File: src/rtl/bts_consts.vh
// Constants shared by the built-in test sequencer files.
`ifndef BTS_CONSTS_VH
`define BTS_CONSTS_VH
`define BTS_CLK_KHZ 125000
`define BTS_BEEP_MS 100
`define BTS_BOOT_CYC 3'h4
`define BTS_REG_CTRL 8'h00
`define BTS_REG_STATUS 8'h04
`define BTS_REG_RESULT 8'h08
`define BTS_REG_IRQ_STAT 8'h0c
`define BTS_REG_IRQ_CLR 8'h10
`define BTS_REG_IRQ_EN 8'h14
`define BTS_CTRL_CONF 0
`define BTS_CTRL_FULL 1
`define BTS_EV_DONE 0
`define BTS_EV_FAIL 1
`define BTS_EV_PUP 2
`define BTS_ID_ROM 4'h0
`define BTS_ID_RAM 4'h1
`define BTS_ID_FLASH 4'h2
`define BTS_ID_OPT 4'h3
`define BTS_ID_POT 4'h4
`define BTS_ID_LOOP 4'h5
`define BTS_ID_MAXV 4'h6
`define BTS_ID_MINV 4'h7
`define BTS_ID_QSV 4'h8
`define BTS_ID_QSRB 4'h9
`define BTS_LAST_CONF 4'h4
`define BTS_LAST_FULL 4'h9
`define BTS_LAST_PUP 4'h5
`define BTS_BEEP_MEM 3'h1
`define BTS_BEEP_FLASH 3'h2
`define BTS_BEEP_OPT 3'h3
`define BTS_BEEP_POT 3'h6
`define BTS_BEEP_LOOP 3'h5
`define BTS_BEEP_INIT 3'h3
`define BTS_BEEP_NONE 3'h0
`define BTS_SW_BYPASS 5'h1f
`define BTS_SW_B9600 5'h06
`define BTS_SW_B19200 5'h01
`define BTS_SW_B38400 5'h03
`define BTS_BAUD_9600 2'h0
`define BTS_BAUD_19200 2'h1
`define BTS_BAUD_38400 2'h2
`endif

File: src/rtl/bts_sequencer.v
// Built-in test sequencer: power-up, confidence and full tests behind APB.
`timescale 1ns/1ns
`include "bts_consts.vh"
// Functional notes
// - Confidence result zero on pass, else 1..31.
// - Commanded subtests 0..5 run despite earlier failures.
// - Each failing subtest sets its own bit.
// - Bits 0..4: program, working, flash, optical, potentiometer.
// - Full test adds bits 5..9.
// - Power-up failure sounds subtest beep code.
// - Failed power-up subtest repeats until it passes.
// - All-ones selector skips power-up test.
// - Bypass beeps evenly until valid address.
// - Baud rate decoded from the whole selector value.
// - Confidence test never touches supply output.
// - Uncalibrated card reports flash error.
// - Output driven only after internal checks pass.
// - Current mode limit, then readback scales.
// - Failures go to error queue; subtest 0..5 failures also beep if the beeper is idle.
// - Uninitialized card beeps three times.
module bts_sequencer #(
  parameter BEEP_CYC = `BTS_BEEP_MS * `BTS_CLK_KHZ,
  parameter SW_W = 5
) (
  input wire SYS_CLK,
  input wire NRST,
  input wire PSEL,
  input wire PENABLE,
  input wire PWRITE,
  input wire [7:0] PADDR,
  input wire [31:0] PWDATA,
  output reg [31:0] PRDATA,
  output reg PREADY,
  output reg PSLVERR,
  input wire [SW_W-1:0] ADDRESS_SELECTOR_SWITCH,
  input wire CARD_UNINIT,
  input wire CAL_VALID,
  output reg SUBTEST_REQ,
  output reg [3:0] SUBTEST_ID,
  input wire SUBTEST_DONE,
  input wire SUBTEST_FAIL,
  output reg OUT_TEST_OWN,
  output reg OUT_CURRENT_MODE,
  output reg ERRQ_PUSH,
  output reg [3:0] ERRQ_CODE,
  output reg [1:0] BAUD_SEL,
  output reg BEEP,
  output reg IRQ
);
  localparam [9:0] S_BOOT = 10'h001;
  localparam [9:0] S_BYPASS = 10'h002;
  localparam [9:0] S_PUP_REQ = 10'h004;
  localparam [9:0] S_PUP_WAIT = 10'h008;
  localparam [9:0] S_PUP_BEEP = 10'h010;
  localparam [9:0] S_INIT_BEEP = 10'h020;
  localparam [9:0] S_IDLE = 10'h040;
  localparam [9:0] S_CMD_REQ = 10'h080;
  localparam [9:0] S_CMD_WAIT = 10'h100;
  localparam [9:0] S_PUP_GAP = 10'h200;

  wire [SW_W-1:0] sw_s;
  wire [1:0] uninit_cal_s;
  wire beep_w;
  wire beep_busy;
  reg [9:0] state_q;
  reg [2:0] boot_q;
  reg [3:0] step_q;
  reg [3:0] last_q;
  reg full_q;
  reg [9:0] err_q;
  reg [9:0] result_q;
  reg busy_q;
  reg done_q;
  reg bypass_q;
  reg pup_ok_q;
  reg [2:0] irq_stat_q;
  reg [2:0] irq_en_q;
  reg [2:0] ev;
  reg beep_start;
  reg [2:0] beep_cnt;
  reg beep_cont_q;
  reg req_conf;
  reg req_full;
  reg fail_now;
  reg [31:0] rd_d;
  reg rd_err;
  wire apb_first;
  wire apb_acc;

  bts_sync #(.W(SW_W)) u_sw_sync (
    .clk(SYS_CLK),
    .nrst(NRST),
    .d(ADDRESS_SELECTOR_SWITCH),
    .q(sw_s)
  );

  bts_sync #(.W(2)) u_flag_sync (
    .clk(SYS_CLK),
    .nrst(NRST),
    .d({CARD_UNINIT, CAL_VALID}),
    .q(uninit_cal_s)
  );

  bts_beeper #(.TICK_CYC(BEEP_CYC), .CW(24)) u_beeper (
    .clk(SYS_CLK),
    .nrst(NRST),
    .start(beep_start),
    .count(beep_cnt),
    .cont(beep_cont_q),
    .beep(beep_w),
    .busy(beep_busy)
  );

  function [2:0] beep_code;
    input [3:0] id;
    begin
      case (id)
        `BTS_ID_ROM: beep_code = `BTS_BEEP_MEM;
        `BTS_ID_RAM: beep_code = `BTS_BEEP_MEM;
        `BTS_ID_FLASH: beep_code = `BTS_BEEP_FLASH;
        `BTS_ID_OPT: beep_code = `BTS_BEEP_OPT;
        `BTS_ID_POT: beep_code = `BTS_BEEP_POT;
        `BTS_ID_LOOP: beep_code = `BTS_BEEP_LOOP;
        default: beep_code = `BTS_BEEP_NONE;
      endcase
    end
  endfunction

  // APB access completes with one wait state.
  assign apb_first = PSEL && PENABLE && !PREADY;
  assign apb_acc = PSEL && PENABLE && PREADY;

  always @* begin
    rd_d = 32'h0000_0000;
    rd_err = 1'b0;
    case (PADDR)
      `BTS_REG_CTRL: rd_d = 32'h0000_0000;
      `BTS_REG_STATUS: rd_d = {26'h0, BAUD_SEL, pup_ok_q, bypass_q, done_q, busy_q};
      `BTS_REG_RESULT: rd_d = {22'h0, result_q};
      `BTS_REG_IRQ_STAT: rd_d = {29'h0, irq_stat_q};
      `BTS_REG_IRQ_CLR: rd_d = 32'h0000_0000;
      `BTS_REG_IRQ_EN: rd_d = {29'h0, irq_en_q};
      default: rd_err = 1'b1;
    endcase
  end

  always @* begin
    req_conf = 1'b0;
    req_full = 1'b0;
    if (apb_acc && PWRITE && PADDR == `BTS_REG_CTRL) begin
      req_conf = PWDATA[`BTS_CTRL_CONF];
      req_full = PWDATA[`BTS_CTRL_FULL] && !PWDATA[`BTS_CTRL_CONF];
    end
  end

  // Uncalibrated card always fails the flash subtest.
  always @* begin
    fail_now = SUBTEST_FAIL;
    if (SUBTEST_ID == `BTS_ID_FLASH && !uninit_cal_s[0]) begin
      fail_now = 1'b1;
    end
  end

  always @(posedge SYS_CLK or negedge NRST) begin
    if (!NRST) begin
      PREADY <= 1'b0;
      PRDATA <= 32'h0000_0000;
      PSLVERR <= 1'b0;
      irq_en_q <= 3'h0;
      irq_stat_q <= 3'h0;
      IRQ <= 1'b0;
      BEEP <= 1'b0;
    end else begin
      PREADY <= apb_first;
      if (apb_first) begin
        PRDATA <= PWRITE ? 32'h0000_0000 : rd_d;
        PSLVERR <= rd_err;
      end
      if (apb_acc && PWRITE && PADDR == `BTS_REG_IRQ_EN) begin
        irq_en_q <= PWDATA[2:0];
      end
      if (apb_acc && PWRITE && PADDR == `BTS_REG_IRQ_CLR) begin
        irq_stat_q <= (irq_stat_q & ~PWDATA[2:0]) | ev;
      end else begin
        irq_stat_q <= irq_stat_q | ev;
      end
      IRQ <= |(irq_stat_q & irq_en_q);
      BEEP <= beep_w;
    end
  end

  always @(posedge SYS_CLK or negedge NRST) begin
    if (!NRST) begin
      state_q <= S_BOOT;
      boot_q <= 3'h0;
      step_q <= 4'h0;
      last_q <= 4'h0;
      full_q <= 1'b0;
      err_q <= 10'h000;
      result_q <= 10'h000;
      busy_q <= 1'b0;
      done_q <= 1'b0;
      bypass_q <= 1'b0;
      pup_ok_q <= 1'b0;
      beep_start <= 1'b0;
      beep_cnt <= 3'h0;
      beep_cont_q <= 1'b0;
      ev <= 3'h0;
      SUBTEST_REQ <= 1'b0;
      SUBTEST_ID <= 4'h0;
      OUT_TEST_OWN <= 1'b0;
      OUT_CURRENT_MODE <= 1'b0;
      ERRQ_PUSH <= 1'b0;
      ERRQ_CODE <= 4'h0;
      BAUD_SEL <= `BTS_BAUD_9600;
    end else begin
      beep_start <= 1'b0;
      ev <= 3'h0;
      SUBTEST_REQ <= 1'b0;
      ERRQ_PUSH <= 1'b0;
      case (sw_s)
        `BTS_SW_B19200: BAUD_SEL <= `BTS_BAUD_19200;
        `BTS_SW_B38400: BAUD_SEL <= `BTS_BAUD_38400;
        `BTS_SW_B9600: BAUD_SEL <= `BTS_BAUD_9600;
        default: BAUD_SEL <= `BTS_BAUD_9600;
      endcase
      case (state_q)
        S_BOOT: begin
          boot_q <= boot_q + 3'h1;
          if (boot_q == `BTS_BOOT_CYC) begin
            if (sw_s == `BTS_SW_BYPASS) begin
              bypass_q <= 1'b1;
              beep_cont_q <= 1'b1;
              state_q <= S_BYPASS;
            end else begin
              step_q <= `BTS_ID_ROM;
              state_q <= S_PUP_REQ;
            end
          end
        end
        S_BYPASS: begin
          if (sw_s != `BTS_SW_BYPASS) begin
            beep_cont_q <= 1'b0;
            state_q <= S_IDLE;
          end
        end
        S_PUP_REQ: begin
          SUBTEST_REQ <= 1'b1;
          SUBTEST_ID <= step_q;
          state_q <= S_PUP_WAIT;
        end
        S_PUP_WAIT: begin
          if (SUBTEST_DONE) begin
            if (fail_now) begin
              ERRQ_PUSH <= 1'b1;
              ERRQ_CODE <= step_q;
              beep_start <= 1'b1;
              beep_cnt <= beep_code(step_q);
              ev[`BTS_EV_PUP] <= 1'b1;
              state_q <= S_PUP_GAP;
            end else if (step_q == `BTS_LAST_PUP) begin
              pup_ok_q <= 1'b1;
              if (uninit_cal_s[1]) begin
                beep_start <= 1'b1;
                beep_cnt <= `BTS_BEEP_INIT;
                state_q <= S_INIT_BEEP;
              end else begin
                state_q <= S_IDLE;
              end
            end else begin
              step_q <= step_q + 4'h1;
              state_q <= S_PUP_REQ;
            end
          end
        end
        S_PUP_GAP: begin
          state_q <= S_PUP_BEEP;
        end
        S_PUP_BEEP: begin
          if (!beep_busy) begin
            state_q <= S_PUP_REQ;
          end
        end
        S_INIT_BEEP: begin
          if (!beep_busy) begin
            state_q <= S_IDLE;
          end
        end
        S_IDLE: begin
          if (req_conf || req_full) begin
            err_q <= 10'h000;
            full_q <= req_full;
            last_q <= req_full ? `BTS_LAST_FULL : `BTS_LAST_CONF;
            step_q <= `BTS_ID_ROM;
            busy_q <= 1'b1;
            done_q <= 1'b0;
            state_q <= S_CMD_REQ;
          end
        end
        S_CMD_REQ: begin
          SUBTEST_REQ <= 1'b1;
          SUBTEST_ID <= step_q;
          OUT_TEST_OWN <= full_q && step_q >= `BTS_ID_MAXV;
          OUT_CURRENT_MODE <= full_q && step_q == `BTS_ID_QSV;
          state_q <= S_CMD_WAIT;
        end
        S_CMD_WAIT: begin
          if (SUBTEST_DONE) begin
            OUT_TEST_OWN <= 1'b0;
            OUT_CURRENT_MODE <= 1'b0;
            if (fail_now) begin
              err_q[step_q] <= 1'b1;
              ERRQ_PUSH <= 1'b1;
              ERRQ_CODE <= step_q;
              beep_start <= 1'b1;
              beep_cnt <= beep_code(step_q);
            end
            if (step_q == last_q ||
                (step_q == `BTS_ID_LOOP && (fail_now || err_q[5:0] != 6'h00))) begin
              // Output steps are skipped after an internal check fails.
              result_q <= fail_now ? (err_q | (10'h001 << step_q)) : err_q;
              busy_q <= 1'b0;
              done_q <= 1'b1;
              ev[`BTS_EV_DONE] <= 1'b1;
              ev[`BTS_EV_FAIL] <= fail_now || err_q != 10'h000;
              state_q <= S_IDLE;
            end else begin
              step_q <= step_q + 4'h1;
              state_q <= S_CMD_REQ;
            end
          end
        end
        default: begin
          state_q <= S_IDLE;
        end
      endcase
    end
  end
endmodule

File: src/rtl/bts_sync.v
// Two-flop synchroniser for pin inputs.
`timescale 1ns/1ns
module bts_sync #(
  parameter W = 1
) (
  input wire clk,
  input wire nrst,
  input wire [W-1:0] d,
  output reg [W-1:0] q
);
  reg [W-1:0] meta_q;
  always @(posedge clk or negedge nrst) begin
    if (!nrst) begin
      meta_q <= {W{1'b0}};
      q <= {W{1'b0}};
    end else begin
      meta_q <= d;
      q <= meta_q;
    end
  end
endmodule

File: src/rtl/bts_beeper.v
// Beep generator: a counted burst or an endless equal on/off pattern.
`timescale 1ns/1ns
module bts_beeper #(
  parameter TICK_CYC = 12500000,
  parameter CW = 24
) (
  input wire clk,
  input wire nrst,
  input wire start,
  input wire [2:0] count,
  input wire cont,
  output reg beep,
  output reg busy
);
  reg [CW-1:0] cnt_q;
  reg [3:0] left_q;
  wire tick;
  assign tick = (cnt_q == TICK_CYC[CW-1:0] - 1'b1);
  always @(posedge clk or negedge nrst) begin
    if (!nrst) begin
      cnt_q <= {CW{1'b0}};
      left_q <= 4'h0;
      beep <= 1'b0;
      busy <= 1'b0;
    end else if (start && !busy && count != 3'h0) begin
      cnt_q <= {CW{1'b0}};
      left_q <= {count, 1'b0};
      beep <= 1'b1;
      busy <= 1'b1;
    end else if (busy || cont) begin
      cnt_q <= tick ? {CW{1'b0}} : cnt_q + 1'b1;
      if (tick && busy) begin
        if (left_q == 4'h1) begin
          busy <= 1'b0;
          beep <= 1'b0;
        end else begin
          left_q <= left_q - 1'b1;
          beep <= ~beep;
        end
      end else if (tick) begin
        beep <= ~beep;
      end
    end else begin
      cnt_q <= {CW{1'b0}};
      beep <= 1'b0;
    end
  end
endmodule

File: config.mk
export PLATFORM = sky130hd
export DESIGN_NAME = bts_sequencer
export DESIGN_NICKNAME = d
export VERILOG_FILES = /design/src/rtl/bts_sequencer.v /design/src/rtl/bts_sync.v /design/src/rtl/bts_beeper.v
export VERILOG_INCLUDE_DIRS = /design/src /design/src/rtl
export SDC_FILE = /design/constraint.sdc
export NUM_CORES = 1
export LEC_CHECK = 0
export BUFFER_PORTS_ARGS = -buffer_cell sky130_fd_sc_hd__buf_2
export CAP_MARGIN = 20
export CELL_PAD_IN_SITES_DETAIL_PLACEMENT = 0
export CELL_PAD_IN_SITES_GLOBAL_PLACEMENT = 1
export CORE_MARGIN = 3
export CORE_UTILIZATION = 40
export DETAILED_ROUTE_END_ITERATION = 10
export PLACE_DENSITY_LB_ADDON = 0.2
export SYNTH_ARGS = -nofsm -noshare
export SYNTH_HDL_FRONTEND = slang
export SYNTH_SLANG_ARGS = --single-unit
File: constraint.sdc
create_clock -name SYS_CLK -period 4 [get_ports SYS_CLK]
set_input_delay 0.2 -clock SYS_CLK [delete_from_list [all_inputs] [get_ports SYS_CLK]]
set_output_delay 0.2 -clock SYS_CLK [all_outputs]
set_load 0.03 [all_outputs]
==> impl_results.md, run 1 <==
* Slew @ Worst Pin at 0.816 ns
* Worst setup margin at 1.46 ns
* Antenna Violating Nets Remaining at 0
* DRT iter0 DRCs at 315
* Clock latency on the worst-skew pair at 0.41 ns
* Area growth from synthesis to layout at 16.7%
* LEAKAGE at 3.38 nW
* Max Clk Rate at 394 MHz
* Synthesis-stage register bit count at 129
* Num CTS Buffers at 17
* Worst endpoint data arrival time at 2.83 ns
* Die Y at 131 µm
* Adder-Cell Fraction of Synth Area at 2.21%
* Slew margin rel. at 45.6%
* Status: finished, final reports clean
* Clk buf depth at 2
* Fin crit share at 63.5%
* Die ar. at 0.0171 mm²
* Hold Buf Count CTS at 8
* Setup Crit Path Kind: flop to flop
* Post-Place Cells at 810
* Vias per inst at 5.24
* Max VDD drop at 0.000320 V
* Total GRT Usage at 16.7%
* Total gr overflow at 0
* WP data required at 4.29 ns
* Root buffer cell: clkbuf_16
* Clock Pin Slew Worst Setup and Hold Paths at 0.05 ns
* DP Worst Slack at 1.49 ns
* Synthesized instance count at 586
* Tmin final at 2.54 ns
* # rows at 45
* Seq/Total Area, Yosys at 51.8%
* Antenna cells at 0
* Synth Area in XOR/XNOR at 4.07%
* Post-placement cell area at 0.00658 mm²
* Worst Skew at 0.00885 ns
* Yosys warnings at 0
* Cts repair resizes at 0
* Starting density of the core at 41.0%
* Endpoints failing hold at 0
* Setup_tns at 0 ns
* First-pass GRT wire length at 22100 µm
* Post-Syn Area at 0.00623 mm²
* Yosys cell types at 74
* Proportion of synthesized area in mux cells at 3.55%
* Post-CTS setup buffer count at 0
* PortBufs at 52
* Largest net degree at the start of global routing at 56
* DP Wirelength at 9650 µm
* CP max FO at 9
* CP Launch Type: flop
* HP Class: input pin to flop
* Clk sinks at 129
* H-tree depth at 4
* Initial antenna violation count at 0
* Via count at 4452
* Crit path capture type: flop
* Setup violations, final at 0
* Vias in the first global route at 4367
* Synth Area in Compound Gates at 12.9%
* Max Cap Viol at 0
* Total wire length at 13400 µm
* Placer Congestion at 0.826
* Router iterations before antenna repair at 4
* Asr flop ratio synth at 100%
* EDFF count, synth at 0
* Total Nets Final at 714
* Largest family of logic cells by synthesized area: simple AND/OR/NAND/NOR gates
* Proportion of layout cells with a drive suffix above 1 at 18.3%
* RSZ-0062 raised after global routing: false
* Simple-gate share of the synthesized area at 20.3%
* DRC viols at 0
* Max-slew violations at 0
* Final instance area at 0.00728 mm²
* Die X-Extent at 131 µm
* Final core utilization at 47.9%
* Core area at 0.0152 mm²
* # IOs at 104
* Synth Flop Type: dfrtp_1
* Syn_area_per_cell at 10.6 µm²
* CTS tree: done
* Power per cell area at 523 mW/mm²
* Fin cells at 850
* Avg WL per Cell at 15.8 µm
[cells by family after synthesis]
| logic type | Yosys count |
|---|---|
| other | 1 |
| XOR/XNOR | 29 |
| flip-flops | 129 |
| multiplexers | 20 |
| buffers and inverters | 58 |
| AND/OR/NAND/NOR | 232 |
| adder cells (fa/ha/maj) | 11 |
| AO/OA/AOI/OAI | 106 |
[Yosys cell counts (all sizes together), types with 11 or more instances]
master  instances  share of area [%]
ha             11                2.2
xnor2          13                1.8
buf            30                3.4
nor2           53                3.2
mux2           11                2.1
nor3           16                1.7
nand4          13                1.4
a21oi          14                1.1
a22o           12                1.7
inv            19                1.1
dfrtp         128                 51
nand2          65                4.0
nor4           11                2.0
nor2b          13                1.3
nand3          21                1.8
a31oi          11                1.6
o21ai          28                2.2
xor2           16                2.2
[worst paths after layout]
path	startpoint	end	slack (ns)	depth (start not counted)
worst max-delay path	state_q[8]$_DFFE_PN0P_	step_q[2]$_DFFE_PN0P_	1.46	6
worst min-delay path	PWDATA[0]	last_q[0]$_DFFE_PN0P_	0.06	2
worst max register to register	state_q[8]$_DFFE_PN0P_	step_q[2]$_DFFE_PN0P_	1.46	6
worst min register to register	u_sw_sync.meta_q[2]$_DFF_PN0_	u_sw_sync.q[2]$_DFF_PN0_	0.35	0
max in group asynchronous	NRST	step_q[3]$_DFFE_PN0P_	2.62	3
min in group asynchronous	NRST	u_beeper.cnt_q[7]$_DFF_PN0_	0.38	2
[per-layer routing]
layer | track usage [%] | share of wire [%]
met5 | 0 | 0
met1 | 23.5 | 49
met2 | 25.1 | 46
met4 | 6.29 | 1.3
met3 | 3.82 | 3.9
[report_power, final]
part | leakage, nW | internal (mW) | total, mW | switching (mW)
combinational | 1.36 | 0.247 | 0.670 | 0.423
clock | 0.299 | 1.04 | 1.59 | 0.549
sequential | 1.73 | 1.43 | 1.54 | 0.114
[per-stage QoR]
step | hold WS (ns) | total power [mW]
after floorplan | -0.0956 | 2.06
after global placement | 0.280 | 2.22
after detailed placement | 0.290 | 2.23
after CTS | 0.0301 | 3.85
after global routing | 0.0290 | 4.00
final | 0.0554 | 3.80
[layout by cell type (no fill, tap or decap), drive strengths merged, types with 7 or more instances in the layout]
cell,synthesis,routed
nor3,16,16
mux2,11,11
nand2,65,65
nor4,11,11
a31oi,11,11
o21ai,28,28
a22o,12,12
a21o,7,7
ha,11,11
a32o,7,7
mux2i,9,9
nand3,21,21
conb,1,22
nand4,13,13
nor2b,13,13
xor2,16,16
dlygate4sd3,0,8
clkbuf,9,23
a21oi,14,14
and2,9,9
and3,8,8
nor2,53,53
dfrtp,128,128
inv,19,19
buf,30,54
o22ai,7,7
xnor2,13,13
[state kept, by name (all words and copies together), names as in the netlist, 4 cells and up]
name and count:
u_beeper.cnt_q 24, step_q 4, u_sw_sync.q 5, u_sw_sync.meta_q 5, err_q 10, result_q 10
PRDATA 10, u_beeper.left_q 4, SUBTEST_ID 4, state_q 10, ERRQ_CODE 4
[cell type report]
type	instances	area, µm²
clock buffers	23	488
clock inverters	9	129
fillers	1437	7930
inverters	19	71.3
multi-input cells	420	2770
flip-flops and latches	129	3230
well taps	188	235
repair buffers	62	358
[critical path, stage by stage, from the launching register on]
cell	delay (ns)
dfrtp_1	0.47
nor4_4	0.42
nand3b_2	0.17
nor2b_1	0.55
a41o_1	0.36
o211ai_4	0.13
mux2_4	0.31
Power figures use the tool's default switching activity.
==> run 2, diff against run 1 <==
Clock period 4 ns to 2.1 ns, I/O delays scaled along.
==> run 2 against run 1 <==
Flip-flop and latch count is the same. Core utilization grew 3.7 points. Critical path depth is the same. Clock-buffer cell count shrank 6. Combinational power grew 140%. Sequential share of layout area shrank 3.2 points. Critical path type unchanged.
==> impl_results.md, run 2 (synthesis results as in run 1) <==
* Status: finished, final reports clean
* WP data required at 2.39 ns (-1.90 ns)
* CTS tree: done
* # rows at 45 (unchanged)
* Area growth from synthesis to layout at 25.8%
* Avg WL per Cell at 15.3 µm (-3.3%)
* Die ar. at 0.0171 mm² (unchanged)
* Placer Congestion at 0.844 (+2.2%)
* Antenna cells at 0 (unchanged)
* Hold slack at 0.0232 ns (-0.0322 ns)
* Largest register by flop count: u_beeper.cnt_q
* Power per cell area at 986 mW/mm² (+89%)
* DRC viols at 0 (unchanged)
* Root buffer cell: clkbuf_16
* Slew @ Worst Pin at 0.526 ns (-0.290 ns)
* Total GRT Usage at 16.9% (+0.22 points)
* Worst setup margin at 0.0144 ns (-1.45 ns)
* Commonest non-fill, non-tap cells in the layout: 126 x dfrtp_1, 63 x nand2_1, 54 x buf_4
* DRT iter0 DRCs at 181 (-43%)
* First-pass GRT wire length at 22500 µm (+1.6%)
* Setup violations, final at 0 (unchanged)
* Vias per inst at 5.14 (-1.9%)
* Post-Place Cells at 859 (+6.0%)
* Max VDD drop at 0.000576 V (+80%)
* Crit path capture type: flop
* LEAKAGE at 3.70 nW (+9.4%)
* Clk sinks at 129 (unchanged)
* Max Clk Rate at 479 MHz (+22%)
* Max FFs per register at 24 (unchanged)
* Overall power at 7.74 mW (+100%)
* Initial antenna violation count at 0 (unchanged)
* Max Cap Viol at 0 (unchanged)
* DP Worst Slack at 0.00481 ns (-1.48 ns)
* GR met2 Demand/Resource at 26.4% (+1.2 points)
* Starting density of the core at 41.0% (unchanged)
* Antenna Violating Nets Remaining at 0 (unchanged)
* Total Nets Final at 771 (+8.0%)
* Setup Crit Path Kind: flop to flop
* Core area at 0.0152 mm² (unchanged)
* Total wire length at 13800 µm (+3.2%)
* # IOs at 104 (unchanged)
* Clock Pin Slew Worst Setup and Hold Paths at 0.06 ns (about the same)
* # fillers at 1339 (-6.8%)
* CP Launch Type: flop
* Router iterations before antenna repair at 6 (+2)
* DP Wirelength at 10100 µm (+5.2%)
* Worst endpoint data arrival time at 2.38 ns (-0.45 ns)
* Slew margin rel. at 64.9% (+19 points)
* Clock latency on the worst-skew pair at 0.41 ns (about the same)
* M3 GR Usage at 3.37% (-0.45 points)
* HP Class: input pin to flop
* Worst Skew at 0.00971 ns (+0.000864 ns)
* Die X-Extent at 131 µm (unchanged)
* Setup_tns at 0 ns (unchanged)
* Endpoints failing hold at 0 (unchanged)
* Fin cells at 907 (+6.7%)
* Final instance area at 0.00785 mm² (+7.8%)
* Clk buf depth at 2 (unchanged)
* CP max FO at 4 (-5)
* RSZ-0062 raised after global routing: true
* Largest net degree at the start of global routing at 49 (-13%)
* Max-slew violations at 0 (unchanged)
* Total gr overflow at 0 (unchanged)
* Post-placement cell area at 0.00700 mm² (+6.4%)
* Num CTS Buffers at 17 (unchanged)
* Met1 Resource Use GR at 23.5% (about the same)
* Global route hottest layer: met2
* Die Y at 131 µm (unchanged)
* Tmin final at 2.09 ns (-0.454 ns)
* Fin crit share at 99.3% (+36 points)
* Via count at 4660 (+4.7%)
* Proportion of layout cells with a drive suffix above 1 at 26.0% (+7.7 points)
* PortBufs at 52 (unchanged)
* Final core utilization at 51.6% (+3.7 points)
* Most common cell after layout, fill and taps aside: dfrtp_1
* Vias in the first global route at 4516 (+3.4%)
* H-tree depth at 4 (unchanged)
## run 2: changes by cell type in the layout (fill, tap and decap cells not counted), sizes merged
| cell | previous run | this run |
|---|---|---|
| buf | 54 | 108 |
| bufinv | 3 | 5 |
| clkbuf | 23 | 17 |
| clkinv | 4 | 6 |
| dlygate4sd3 | 8 | 11 |
| inv | 19 | 21 |
## run 2: what timing repair did
item | in CTS | in global routing
buffers inserted | 1 | 4
hold endpoints to repair | 50 | 0
pin swaps | 0 | 9
endpoints found under the setup margin | 2 | 43
gates resized for setup | 0 | 8
cloned | 0 | 0
hold buffers | 11 | 0
## run 2: worst paths after layout
check	startpoint	endpoint	slack [ns]	cells after the start
max	SUBTEST_ID[3]$_DFFE_PN0P_	step_q[2]$_DFFE_PN0P_	0.01	6
max in group asynchronous	NRST	state_q[0]$_DFFE_PN1P_	1.20	3
min	PWDATA[1]	irq_en_q[1]$_DFFE_PN0P_	0.02	2
min reg2reg	u_sw_sync.meta_q[3]$_DFF_PN0_	u_sw_sync.q[3]$_DFF_PN0_	0.35	0
min in group asynchronous	NRST	PRDATA[2]$_DFFE_PN0P_	0.23	2
max reg2reg	SUBTEST_ID[3]$_DFFE_PN0P_	step_q[2]$_DFFE_PN0P_	0.01	6
## run 2: report_power, final
group | leakage [nW] | switching [mW] | internal, mW
registers | 1.72 | 0.200 | 2.71
logic | 1.66 | 0.898 | 0.679
clock network | 0.314 | 1.13 | 2.12
## run 2: area by class of cell
cell class                 count  area, µm²  area share (%)
tap                          188        235            3.00
timing repair buffer         119        831            10.6
clock buffer                  17        425            5.42
sequential                   129       3230            41.2
multi-input combinational    420       2820            35.9
clock inverter                15        231            2.95
inverter                      19       71.3           0.909
## run 2: per-layer routing
metal | part of all wire, % | wire, µm | vias up
li1 | - | - | 2285
met4 | 1.3 | 177 | 0
met2 | 46 | 6400 | 94
met5 | 0 | 0 | -
met1 | 48 | 6670 | 2266
met3 | 4.2 | 583 | 15
## run 2: critical path: stages (launching register included)
cell and delay (ns):
dfrtp_2 0.41, or4b_4 0.56, o21ba_4 0.24, a31oi_4 0.17
nor2_4 0.06, o211ai_4 0.21, mux2_4 0.32
